### src/rtl/jie_pkg.sv
// Package of encodings, field positions and phase constants for the jump and increment executor
package jie_pkg;
	localparam int INSTR_W = 14;
	localparam int PC_W = 13;
	localparam int DATA_W = 8;
	localparam int FADDR_W = 7;
	localparam int LIT_W = 11;
	// Opcode patterns
	localparam logic [2:0] JUMP_OPC = 3'h5;
	localparam int JUMP_OPC_LSB = 11;
	localparam logic [5:0] INCR_OPC = 6'h0A;
	localparam int INCR_OPC_LSB = 8;
	localparam int DEST_BIT = 7;
	// Upper latch field feeding program counter top bits
	localparam int LATCH_HI = 4;
	localparam int LATCH_LO = 3;
	localparam logic [7:0] ZERO_BYTE = 8'h00;
	localparam logic [7:0] ONE_BYTE = 8'h01;
	localparam logic [PC_W-1:0] PC_RESET = 13'h0000;
	typedef enum logic [1:0] {
		JIE_Q1 = 2'b00,
		JIE_Q2 = 2'b01,
		JIE_Q3 = 2'b11,
		JIE_Q4 = 2'b10
	} jie_phase_e;
endpackage : jie_pkg

### src/rtl/jie_quarter_gen.sv
// Quarter phase generator dividing each instruction cycle into four phases
`timescale 1ns/1ns
module jie_quarter_gen
	import jie_pkg::*;
(
	// Clock and reset
	input wire logic sys_clk,
	input wire logic resetn,
	// Phase
	output jie_phase_e phase
);
	jie_phase_e next_phase;

	always_comb begin
		case (phase)
			JIE_Q1: next_phase = JIE_Q2;
			JIE_Q2: next_phase = JIE_Q3;
			JIE_Q3: next_phase = JIE_Q4;
			JIE_Q4: next_phase = JIE_Q1;
			default: next_phase = JIE_Q1;
		endcase
	end

	always_ff @(posedge sys_clk) begin
		if (!resetn) begin
			phase <= JIE_Q1;
		end else begin
			phase <= next_phase;
		end
	end
endmodule : jie_quarter_gen

### src/rtl/jie_exec.sv
// Decode and execute of the absolute jump and the file increment instructions
//
// Summary of operation
// - The absolute jump loads its 11-bit literal into program counter bits 10 to 0.
// - The absolute jump copies upper latch bits 4 and 3 into program counter bits 12 and 11.
// - The absolute jump takes two instruction cycles, the second idle, and changes no status flag.
// - The file increment adds one to the register and writes the accumulator when d is 0, the register when d is 1.
// - The file increment finishes in one cycle: decode, read, process, write in phases one to four.
`timescale 1ns/1ns
module jie_exec
	import jie_pkg::*;
(
	// Clock and reset
	input wire logic sys_clk,
	input wire logic resetn,
	// Instruction fetched for the cycle, sampled at phase one
	input wire logic [INSTR_W-1:0] instr,
	input wire logic [DATA_W-1:0] pcUpperLatch,
	// File register port
	output logic [FADDR_W-1:0] fileAddr,
	output logic fileRead,
	input wire logic [DATA_W-1:0] fileRdata,
	output logic fileWrite,
	output logic [DATA_W-1:0] fileWdata,
	// Core state
	output logic [PC_W-1:0] pc,
	output logic [DATA_W-1:0] accum,
	output logic zeroFlag,
	output jie_phase_e phase,
	output logic idleCycle
);
	////////////////////////////////////////////////////////////////////////////
	logic [INSTR_W-1:0] ir;
	logic [DATA_W-1:0] operand;
	logic [DATA_W-1:0] result;
	logic isJump;
	logic isIncr;
	logic destFile;
	logic [PC_W-1:0] jumpTarget;
	logic [DATA_W-1:0] sum;

	jie_quarter_gen u_quarter (
		.sys_clk(sys_clk),
		.resetn(resetn),
		.phase(phase)
	);

	function automatic logic decJump(input logic [INSTR_W-1:0] w);
		decJump = (w[INSTR_W-1:JUMP_OPC_LSB] == JUMP_OPC);
	endfunction : decJump

	function automatic logic decIncr(input logic [INSTR_W-1:0] w);
		decIncr = (w[INSTR_W-1:INCR_OPC_LSB] == INCR_OPC);
	endfunction : decIncr

	// Idle cycle executes nothing regardless of the latched word
	assign isJump = decJump(ir) && !idleCycle;
	assign isIncr = decIncr(ir) && !idleCycle;
	assign destFile = ir[DEST_BIT];
	assign jumpTarget = {pcUpperLatch[LATCH_HI:LATCH_LO], ir[LIT_W-1:0]};
	assign sum = operand + ONE_BYTE;
	assign fileAddr = ir[FADDR_W-1:0];
	assign fileRead = isIncr && (phase == JIE_Q2);
	assign fileWrite = isIncr && destFile && (phase == JIE_Q4);
	assign fileWdata = result;

	////////////////////////////////////////////////////////////////////////////
	// Decode at Q1; ir holds for the rest of the cycle
	always_ff @(posedge sys_clk) begin
		if (!resetn) begin
			ir <= '0;
		end else if (phase == JIE_Q1) begin
			ir <= instr;
		end
	end

	always_ff @(posedge sys_clk) begin
		if (!resetn) begin
			operand <= ZERO_BYTE;
		end else if (fileRead) begin
			operand <= fileRdata;
		end
	end

	always_ff @(posedge sys_clk) begin
		if (!resetn) begin
			result <= ZERO_BYTE;
		end else if (isIncr && phase == JIE_Q3) begin
			result <= sum;
		end
	end

	// Zero flag and accumulator update at Q4 only
	always_ff @(posedge sys_clk) begin
		if (!resetn) begin
			accum <= ZERO_BYTE;
			zeroFlag <= 1'b0;
		end else if (isIncr && phase == JIE_Q4) begin
			zeroFlag <= (result == ZERO_BYTE);
			if (!destFile) begin
				accum <= result;
			end
		end
	end

	// Jump writes PC at Q4 and forces the following cycle idle, since the prefetched word is stale
	always_ff @(posedge sys_clk) begin
		if (!resetn) begin
			pc <= PC_RESET;
			idleCycle <= 1'b0;
		end else if (phase == JIE_Q4) begin
			idleCycle <= isJump;
			if (isJump) begin
				pc <= jumpTarget;
			end else begin
				pc <= pc + PC_W'(1);
			end
		end
	end

	////////////////////////////////////////////////////////////////////////////
	chk_jump_target: assert property (@(posedge sys_clk) disable iff (!resetn)
		(isJump && phase == JIE_Q4) |=> (pc == {$past(pcUpperLatch[LATCH_HI:LATCH_LO]), $past(ir[LIT_W-1:0])}))
		else $error("jump target wrong");
	chk_jump_idle: assert property (@(posedge sys_clk) disable iff (!resetn)
		(isJump && phase == JIE_Q4) |=> idleCycle[*4])
		else $error("jump second cycle not idle");
	chk_idle_quiet: assert property (@(posedge sys_clk) disable iff (!resetn)
		idleCycle |-> (!fileWrite && !fileRead && $stable(accum) && $stable(zeroFlag)))
		else $error("idle cycle did work");
	chk_jump_flags: assert property (@(posedge sys_clk) disable iff (!resetn)
		isJump |=> $stable(zeroFlag))
		else $error("jump changed zero flag");
	// During phase one ir still holds the previous word, so the decode is taken from the input
	chk_incr_phases: assert property (@(posedge sys_clk) disable iff (!resetn)
		(phase == JIE_Q1 && !idleCycle && decIncr(instr)) |=> (fileRead && fileAddr == $past(instr[FADDR_W-1:0]))
		##1 !fileRead ##1 (fileWrite == $past(instr[DEST_BIT], 3)))
		else $error("increment phase order broken");
	chk_incr_accum: assert property (@(posedge sys_clk) disable iff (!resetn)
		(fileRead && !destFile) |=> ##2 (accum == $past(fileRdata, 3) + ONE_BYTE))
		else $error("accumulator result wrong");
	chk_incr_wdata: assert property (@(posedge sys_clk) disable iff (!resetn)
		(fileRead && destFile) |=> ##1 (fileWrite && fileWdata == $past(fileRdata, 2) + ONE_BYTE))
		else $error("file write data wrong");
	chk_incr_zero: assert property (@(posedge sys_clk) disable iff (!resetn)
		(isIncr && phase == JIE_Q4) |=> (zeroFlag == (fileWdata == ZERO_BYTE)))
		else $error("zero flag wrong");
	chk_zero_hold: assert property (@(posedge sys_clk) disable iff (!resetn)
		!(isIncr && phase == JIE_Q4) |=> $stable(zeroFlag))
		else $error("zero flag changed outside increment");
	chk_accum_hold: assert property (@(posedge sys_clk) disable iff (!resetn)
		!(isIncr && !destFile && phase == JIE_Q4) |=> $stable(accum))
		else $error("accumulator changed without increment");
	chk_pc_step: assert property (@(posedge sys_clk) disable iff (!resetn)
		(phase == JIE_Q4 && !isJump) |=> (pc == $past(pc) + PC_W'(1)))
		else $error("program counter step wrong");
	chk_idle_clear: assert property (@(posedge sys_clk) disable iff (!resetn)
		(idleCycle && phase == JIE_Q4) |=> !idleCycle)
		else $error("idle cycle lasted too long");
	chk_write_addr: assert property (@(posedge sys_clk) disable iff (!resetn)
		(phase == JIE_Q1 && !idleCycle && decIncr(instr) && instr[DEST_BIT])
		|=> ##2 (fileWrite && fileAddr == $past(instr[FADDR_W-1:0], 3)))
		else $error("file write missing or misaddressed");
endmodule : jie_exec

### config.mk
export PLATFORM = sky130hd
export DESIGN_NAME = jie_exec
export DESIGN_NICKNAME = d
export VERILOG_FILES = /design/src/rtl/jie_pkg.sv /design/src/rtl/jie_quarter_gen.sv /design/src/rtl/jie_exec.sv
export SDC_FILE = /design/constraint.sdc
export NUM_CORES = 1
export LEC_CHECK = 0
export BUFFER_PORTS_ARGS = -buffer_cell sky130_fd_sc_hd__buf_2
export CORE_ASPECT_RATIO = 1.75
export CORE_UTILIZATION = 30
export CTS_BUF_LIST = sky130_fd_sc_hd__clkbuf_4
export DETAILED_ROUTE_END_ITERATION = 10
export PLACE_DENSITY = 0.51
export SYNTH_ARGS = -nofsm -noshare
export SYNTH_HDL_FRONTEND = slang
export SYNTH_SLANG_ARGS = --single-unit
### constraint.sdc
create_clock -name sys_clk -period 2 [get_ports sys_clk]
set_clock_uncertainty 0.2 [all_clocks]
set_input_delay 0.4 -clock sys_clk [delete_from_list [all_inputs] [get_ports sys_clk]]
set_output_delay 0.4 -clock sys_clk [all_outputs]
set_load 0.02 [all_outputs]
---- Word-level counts from Yosys, hierarchy flattened ----
Index checks and enable logic that the tools add are counted.
cells by class
  multiplexer cells ....................... 2
  add/subtract/negate cells ............... 2
  bitwise operators ....................... 1
  reduce and logical (&&, ||, !) cells .... 11
  equality and inequality tests ........... 5
operators with widths
  cell                   count
  $add 13x1->13 const B  1
  $mux 13                1
  $add 8x1->8 const B    1
  $logic_not 8->1        1
  $pmux 2 s4             1
  $logic_and 1x1->1      7
  $eq 6x4->1 const B     1
  $eq 2x2->1 const B     2
  $eq 3x3->1 const B     1
  $eq 2x1->1 const B     1
  $logic_not 2->1        1
  $reduce_and 2->1       1
  $logic_not 1->1        1
  $not 1->1              1
word-level totals
  bits in registers ....................... 55
  bits of input ports ..................... 32
  word-level logic and storage cells ...... 29

---- Depth between registers and ports, before layout ----
Gate-level depths: netlist of run 1.
  word-level depth ........................ 4
  gate-level depth with buffers ........... 5

---- Hierarchy ----
A second synthesis of run 1 with hierarchy kept.
unflattened totals
  cell total of the unflattened synthesis .. 291
  area total of the unflattened synthesis .. 2,468.6 um^2
modules (own cells, without submodules)
  module           area an instance (um^2)  sequential area each (um^2)  instances  cells an instance
  jie_exec         2,408.6                  1,061.0                      1          287
  jie_quarter_gen  60.1                     40.0                         1          4

---- Least setup slack after synthesis of run 1 ----
Ideal clock, no wire load.
  path kind ............................... reg-to-output
  from .................................... register u_quarter.phase[1]
  to ...................................... output port fileWrite
  setup slack ............................. -0.092 ns
  path buffers ............................ 2
  data arrival time ....................... 1.492 ns
  stages on the path, launching flop included .. 5
  cells stage by stage .................... dfxtp_1 > nor2b_1 > clkbuf_1 > clkbuf_1 > and4_1
between the ends
  longest elaborated chain between the ends .. 2
RTL lines
  item                    line                   source
  from (decl)             jie_quarter_gen.sv:10  output jie_phase_e phase
  from (signal assigned)  jie_quarter_gen.sv:28  phase <= next_phase;
  $eq 2x2->1              jie_exec.sv:64         assign fileWrite = isIncr && destFile && (phase == JIE_Q4);
  $logic_and 1x1->1       jie_exec.sv:64
  to (decl)               jie_exec.sv:23         output logic fileWrite,
Every way passes these cells.

---- Worst setup path after layout of run 1 ----
  from .................................... register ir[13]
  to ...................................... output port fileRead
between the ends
  longest elaborated chain between the ends .. 3
RTL lines
  item                    line            source
  from (decl)             jie_exec.sv:33  logic [INSTR_W-1:0] ir;
  from (signal assigned)  jie_exec.sv:73  ir <= instr;
  $eq 6x4->1              jie_exec.sv:53  decIncr = (w[INSTR_W-1:INCR_OPC_LSB] == INCR_OPC);
  $logic_and 1x1->1       jie_exec.sv:58  assign isIncr = decIncr(ir) && !idleCycle;
  $logic_and 1x1->1       jie_exec.sv:63  assign fileRead = isIncr && (phase == JIE_Q2);
  to (decl)               jie_exec.sv:21  output logic fileRead,
Every way passes these cells.

==> implementation parameters, run 1 <==
Parameter                              Value

Outcome
  Status    complete, but fails checks
  Violations in the final reports    design-rule violations, negative setup slack

Global routing
  Routing usage on met1    between 10% and 20%
  Number of antenna violations at the first check in global routing    0
  Most used routing layer    met2
  Met3 track demand over resource    3.04%
  Wire length of the first global-routing pass    ~11000 um
  Number of global-route vias before repair    2291
  Global-route usage over all layers    approximately 16%
  Grt met2 use    31.9%
  Total global routing overflow    0
  Largest net degree at the start of global routing    30

Floorplan
  Die outline height    between 100 and 150 um
  Top Ports    between 70 and 80
  Total die area    8710 um2
  Starting Density    between 30% and 40%
  Floorplan core area    about 8000 um2
  Number of placement rows    between 40 and 50
  Die X-Extent    71.0 um

Placed design
  DP HPWL    between 5000 and 6000 um
  Count of input and output buffers    between 60 and 70
  Placer's final routability congestion estimate    between 0.8 and 0.9
  Total placed instance area    around 3000 um2
  Instance count after placement with tap cells included    between 400 and 500

Power
  Net switching component of the power    0.493 mW
  Share of total power in the clock network    35.8%
  Leakage power summed over all cells    1.27 nW
  Combinational share of power    9.3%
  Sequential share of power    a little over half
  Power density cells    between 600 and 700 nW/um2
  Internal power summed over all cells    ~1.6 mW
  Net switching fraction of the power    23.5%
  Peak ir drop on the vdd network    roughly 0.34 mV

CTS
  Hold buffers post-CTS    0
  Root buffer cell    sky130_fd_sc_hd__clkbuf_4
  H-tree levels    2
  Clock latency at the later pin of the worst-skew pair    370 ps
  Clock tree from TritonCTS    yes
  Clock sink count    55
  Clk buf depth    2
  Clk slew on worst S/H paths    160 ps
  Num CTS Buffers    5

Setup path
  Critical path class    reg2out
  Critical Path AT    ~1600 ps
  Category of the worst setup path launch point    register
  Source of the worst register-to-register timing path    idleCycle
  Kind of end point of the critical path    output port
  Critical Path Fanout Max    2
  Worst endpoint required time    1400 ps
  Beginning of the critical path    ir[13]

STA
  PnR worst setup slack    -153 ps
  Unrepaired setup endpoints after global routing    true
  Measured slew at the worst slew-check pin    approximately 460 ps
  Count of final max-slew check failures    0
  Final-layout worst hold slack    about 36 ps
  Relative slew margins    69.3%
  Top achievable clock speed    roughly 460 MHz
  Share of the clock period used by the worst path after layout    108%
  Setup-violating endpoint count in the final report    2
  Final Hold Violating Endpoints    0
  Minimum period implied by the final worst setup slack    between 2000 and 2500 ps

Yosys
  Post-synthesis sequential element count    55
  Post-synthesis instance total    approximately 300
  Cell variety after synth    45
  Synthesized area per cell    between 8 and 9 um2
  Syn Nets    approximately 330
  Ys async rst share    0%
  Predominant post-synthesis flop cell    sky130_fd_sc_hd__dfxtp_1
  Count of flip-flops with a built-in enable after synthesis    0
  Share of the yosys chip area belonging to registers    44.1%
  Synth Cell Area    between 2000 and 2500 um2
  Warning count from the yosys run    0

Min path
  Type of the tightest min-delay check    in2reg
  Startpoint of the lowest-slack hold path    instr[11]

Drt
  Vias per std cell    around 5.1
  Remaining DRCs    5
  Post-Route WL    6750 um
  Routed wirelength normalized by instance count    roughly 15 um
  Routed vias    ~2300
  Length of the first detailed-routing pass in iterations    9
  Initial drt markers    84
  Number of antenna-violating nets in the routed design    0

Finish
  Share of cells above drive strength 1    30.3%
  Post-layout nets    403
  Area growth syn-to-layout    25.9%
  Post-layout instance area    between 3000 and 4000 um2
  Number of non-filler instances in the completed layout    460
  Fill count    864
  Diodes inserted    0

Run
  Number of max-cap violations    0
## synthesized netlist by cell type, drive strengths merged, types with 3 or more instances
cell type | count | area [um2]
nand2 | 46 | 173
nand4 | 3 | 18.8
a211oi | 7 | 52.6
nor4 | 9 | 86.3
o21ai | 13 | 65.1
mux2i | 18 | 180
dfxtp | 55 | 1100
nand3 | 8 | 40.0
and3 | 5 | 31.3
xnor2 | 3 | 26.3
a21oi | 31 | 155
buf | 9 | 62.6
clkbuf | 15 | 56.3
nor3 | 7 | 35.0
nor2 | 29 | 109
xor2 | 4 | 35.0
inv | 3 | 11.3
## what timing repair did
item / in CTS / in global routing
buffers inserted: 4 / 0
pin swaps: 1 / 0
gates resized for setup: 5 / 4
setup endpoints to repair: 2 / 7
## worst max-delay path, cell delays in order, from the launching register on
cell and delay (ps):
sky130_fd_sc_hd__dfxtp_1 340, sky130_fd_sc_hd__or3b_4 420, sky130_fd_sc_hd__nor4_4 130, sky130_fd_sc_hd__buf_4 170, sky130_fd_sc_hd__buf_6 110
## final cells by class
class | count | area, um2 | area share, %
inverter | 4 | 15.0 | 0.478
clock buffer | 6 | 45.0 | 1.43
sequential | 55 | 1110 | 35.2
timing repair buffer | 91 | 524 | 16.7
clock inverter | 2 | 60.1 | 1.91
multi-input combinational | 212 | 1280 | 40.7
tap | 90 | 113 | 3.58
## layer usage
layer,up-vias,routed length [um]
li1,1179,-
met1,1090,2640
met2,47,3730
met3,8,212
met4,0,162
met5,-,0
## registers in the layout, indices dropped and copies added (netlist names)
| name | count |
|---|---|
| accum | 8 |
| operand | 8 |
| pc | 13 |
| u_quarter.phase | 2 |
| zeroFlag | 1 |
| ir | 14 |
| idleCycle | 1 |
| fileWdata | 8 |
## cells by family after synthesis
group | count (synthesis) | share of synthesized area, %
multiplexers | 18 | 7.21
buffers and inverters | 28 | 5.36
adder cells (fa/ha/maj) | 2 | 1.00
AO/OA/AOI/OAI | 62 | 14.2
flip-flops | 55 | 44.1
XOR/XNOR | 7 | 2.45
AND/OR/NAND/NOR | 123 | 25.7
## through the flow
| step | total power, mW | worst slack (ps) | util [%] | TNS, ps |
|---|---|---|---|---|
| 2_1_floorplan | 1.29 | 25.8 | - | 0 |
| 3_3_place_gp | 1.37 | 148 | 37.3 | 0 |
| 3_5_place_dp | 1.37 | 164 | 37.3 | 0 |
| 4_1_cts | 2.13 | -203 | 39.1 | -292 |
| 5_1_grt | 2.19 | -257 | 39.2 | -416 |
| 6_report | 2.10 | -153 | 39.2 | -236 |
## power groups by stage
stage / Clock (mW) / Combinational, mW / Sequential, mW
after floorplan: 0 / 0.118 / 1.17
after global placement: 0 / 0.193 / 1.17
after detailed placement: 0 / 0.195 / 1.18
after CTS: 0.778 / 0.199 / 1.15
after global routing: 0.817 / 0.219 / 1.16
final: 0.751 / 0.196 / 1.15
## layout by cell type (no fill, tap or decap), drive strengths merged, types with 2 or more instances in the layout
master | netlist | routed
a211oi | 7 | 7
a21oi | 31 | 31
a31oi | 2 | 2
and2 | 2 | 2
and3 | 5 | 5
buf | 9 | 91
bufinv | 0 | 2
clkbuf | 15 | 6
dfxtp | 55 | 55
ha | 2 | 2
inv | 3 | 3
mux2i | 18 | 18
nand2 | 46 | 46
nand3 | 8 | 8
nand4 | 3 | 3
nand4bb | 2 | 2
nor2 | 29 | 29
nor3 | 7 | 7
nor3b | 2 | 2
nor4 | 9 | 9
o21ai | 13 | 13
o22ai | 2 | 2
or3 | 2 | 2
xnor2 | 3 | 3
xor2 | 4 | 4
## final timing paths
kind,end,slack (ps),cells past startpoint
worst max register to register,accum[6],140,6
worst min-delay path,ir[11],40,3
worst min register to register,zeroFlag,280,2
worst max-delay path,fileRead,-150,4
Note: power is estimated with default switching activity, not from simulation.
==> run 2, diff against run 1 <==
MAX_ROUTING_LAYER = met4   (was default)
SLEW_MARGIN = 5   (was default)
SYNTH_HIERARCHICAL = 1   (was default)
==> run 2 against run 1 <==
Against the previous run:
- count of clock-buffer cells in the layout is 1 lower
- the flow still finishes with violations (design-rule violations, negative setup slack)
- synthesized cell count is 1.4% lower
- maximum frequency is 6.5% lower
- power is 5.7% lower
- utilization is 1.6 points higher
- sequential share of layout area is 1.1 points lower
- worst hold slack worse by 13 ps
- largest power group unchanged
- highest routed layer unchanged
- final area is 3.3% higher
- die area is 1.1% lower
==> implementation parameters, run 2 <==
Parameter                              Value

Yosys
  Synth Cell Area    between 2000 and 2500 um2
  Predominant post-synthesis flop cell    sky130_fd_sc_hd__dfxtp_1
  Count of flip-flops with a built-in enable after synthesis    0
  Post-synthesis instance total    291
  Post-synthesis sequential element count    55
  Cell type contributing the most total cell area after synthesis    sky130_fd_sc_hd__dfxtp_1
  Synthesized area per cell    8.48 um2
  Ys async rst share    0%
  Share of the yosys chip area belonging to registers    roughly 45%
  Most frequent cell after synthesis    sky130_fd_sc_hd__dfxtp_1
  Area share of the leading cell type in the synthesized netlist    between 40 and 50%
  Syn Nets    approximately 330
  Leading cell types by count after synthesis    sky130_fd_sc_hd__dfxtp_1 (55), sky130_fd_sc_hd__nand2_1 (44), sky130_fd_sc_hd__a21oi_1 (29), sky130_fd_sc_hd__nor2_1 (24), sky130_fd_sc_hd__mux2i_1 (18)
  Cell variety after synth    47
  Warning count from the yosys run    6
  Cells taking the most area after synthesis    sky130_fd_sc_hd__dfxtp_1 (45%), sky130_fd_sc_hd__mux2i_1 (7.3%), sky130_fd_sc_hd__nand2_1 (6.7%)

Finish
  Largest reg by FF count    ir
  Max FFs per register    14
  Post-layout nets    slightly above 400
  Most frequent standard cell in the layout excluding fill and tap cells    sky130_fd_sc_hd__buf_2
  Largest registers ranked by flip-flop count    ir: 14 flops, pc: 13 flops
  Share of cells above drive strength 1    32.5%
  Area growth syn-to-layout    31.6%
  Diodes inserted    0
  Most frequent cells in the layout    sky130_fd_sc_hd__buf_2 (65), sky130_fd_sc_hd__dfxtp_1 (51), sky130_fd_sc_hd__nand2_1 (44)
  Area occupied by multi-input gates    about 1300 um2
  Post-Route Utilization    between 40% and 50%
  Storage cell area    approximately 1100 um2
  Fill count    840
  Post-layout instance area    3250 um2

Drt
  Remaining DRCs    6
  Routed wirelength normalized by instance count    14.3 um
  Routed vias    ~2300
  Initial drt markers    about 170
  Length of the first detailed-routing pass in iterations    9
  Number of antenna-violating nets in the routed design    0
  Post-Route WL    6670 um
  Vias per std cell    between 4 and 5

Outcome
  Violations in the final reports    design-rule violations, negative setup slack
  Status    complete, but fails checks

Placed design
  Worst slack after detailed placement    43.0 ps
  Count of input and output buffers    between 60 and 70
  Placer's final routability congestion estimate    around 0.73
  Total placed instance area    a little over 3000 um2
  DP HPWL    around 5000 um

Power
  Leakage power summed over all cells    around 1.3 nW
  Peak ir drop on the vdd network    between 0.5 and 0.6 mV
  Net switching component of the power    around 0.50 mW
  Power density cells    between 600 and 700 nW/um2
  Share of total power in the clock network    between 30% and 40%
  Combinational share of power    between 10% and 20%
  Internal power summed over all cells    1.48 mW
  Sequential share of power    58.0%
  Net switching fraction of the power    25.4%

Min path
  Type of the tightest min-delay check    in2reg
  Startpoint of the lowest-slack hold path    instr[13]
  Capture endpoint of the worst hold path    ir[13]
  Hold Path Stages    3

STA
  Count of final max-slew check failures    0
  PnR worst setup slack    -302 ps
  Minimum period implied by the final worst setup slack    between 2000 and 2500 ps
  Measured slew at the worst slew-check pin    446 ps
  Share of the clock period used by the worst path after layout    115%
  Unrepaired setup endpoints after global routing    true
  Final-layout worst hold slack    about 23 ps
  Top achievable clock speed    roughly 430 MHz
  Setup TNS    -1460 ps
  Setup-violating endpoint count in the final report    10
  Relative slew margins    70.2%
  Final Hold Violating Endpoints    0

Setup path
  Reg2reg setup slack    -120 ps
  Source of the worst register-to-register timing path    ir[13]
  Category of the worst setup path launch point    register
  Kind of end point of the critical path    output port
  Cells traversed along the worst timing path    or4b_4 -> nor3_4 -> and2_4 -> buf_6
  Number of cells on the worst reg-to-reg path    7
  Biggest cell delay along the critical path    550 ps
  Critical Path Fanout Max    2
  Critical Path AT    roughly 1700 ps
  Critical path class    reg2out
  Worst endpoint required time    ~1400 ps
  Worst reg2reg endpoint    accum[1]
  Standard cell with the maximum stage delay on the critical path    sky130_fd_sc_hd__or4b_4

Floorplan
  Die outline height    122 um
  Number of placement rows    43
  Die X-Extent    between 70 and 80 um
  Starting Density    31.0%
  Total die area    between 8000 and 9000 um2
  Floorplan core area    about 8000 um2
  Top Ports    74

CTS
  Clk slew on worst S/H paths    around 160 ps
  Root buffer cell    sky130_fd_sc_hd__clkbuf_4
  Clock sink count    between 50 and 60
  H-tree levels    2
  Num CTS Buffers    5
  Clock tree from TritonCTS    yes
  Clock latency at the later pin of the worst-skew pair    ~390 ps
  Clk buf depth    2

Global routing
  Total global routing overflow    0
  Largest net degree at the start of global routing    44
  Number of global-route vias before repair    2300
  Global-route usage over all layers    16.6%
  Wire length of the first global-routing pass    between 10000 and 15000 um
  Number of antenna violations at the first check in global routing    0

Run
  Number of max-cap violations    0
## run 2: changes by cell type in the layout (fill, tap and decap cells not counted), sizes merged, moves of 2 or more
cell    delta
buf        +7
nor2       -5
nand3      +3
nand4      +3
o211ai     +3
a211oi     -2
a21oi      -2
and2       +2
and3       -2
clkinv     +2
nand2      -2
## run 2: cell type report
cell class	instances	area share, %
clock buffers	5	1.16
inverters	5	0.578
clock inverters	3	1.19
repair buffers	99	19.6
flip-flops and latches	55	34.1
multi-input cells	208	39.9
well taps	90	3.47
## run 2: logic make-up (layout without fill, tap and decap cells)
kind of cell    Yosys count  in the layout  synth area share (%)
simple gates            122            122                  25.4
compound gates           60             60                  14.1
flops                    55             55                  44.6
buf+inv                  28            112                  5.42
mux                      18             18                  7.30
xor+xnor                  6              6                  2.13
fa+ha+maj                 2              2                  1.01
## run 2: power groups by stage
stage | logic (mW) | clock network [mW] | registers (mW)
2_1_floorplan | 0.108 | 0 | 1.18
3_3_place_gp | 0.200 | 0 | 1.17
3_5_place_dp | 0.202 | 0 | 1.17
4_1_cts | 0.215 | 0.644 | 1.15
5_1_grt | 0.237 | 0.674 | 1.16
6_report | 0.215 | 0.616 | 1.15
## run 2: through the flow
stage	power, mW	cells
final	1.98	465
after global routing	2.07	465
after CTS	2.01	462
after detailed placement	1.38	451
after global placement	1.37	451
after floorplan	1.29	291
## run 2: per-layer routing
| layer | global-route usage [%] | wire length [um] | vias to the layer above |
|---|---|---|---|
| met3 | 2.98 | 215 | 5 |
| met1 | 16.2 | 2530 | 1086 |
| li1 | - | - | 1188 |
| met2 | 32.0 | 3840 | 41 |
| met4 | 6.50 | 89 | 0 |
| met5 | - | 0 | - |
## run 2: timing repair
action	CTS	global route
hold buffers	1	0
endpoints found under the setup margin	2	24
pin swaps	4	9
gates resized for setup	13	8
endpoints found under the hold margin	1	0
buffers inserted	2	3
## run 2: worst max-delay path: cells and delay by family, from the launching register on
family,cells,cell delay (ps)
flops,1,360
simple gates,3,850
buf+inv,1,110
## run 2: worst max-delay path by stage
| stage | startpoint | to | slack (ps) | cells after the start |
|---|---|---|---|---|
| final | ir[13] | fileWrite | -300 | 4 |
| after CTS | ir[8] | fileRead | -420 | 5 |
| after floorplan | u_quarter/phase[0] | accum[2] | 20 | 4 |
| after global routing | ir[13] | fileWrite | -370 | 4 |
| after detailed placement | ir[13] | fileRead | 40 | 5 |
| after global placement | ir[13] | fileWrite | 40 | 4 |
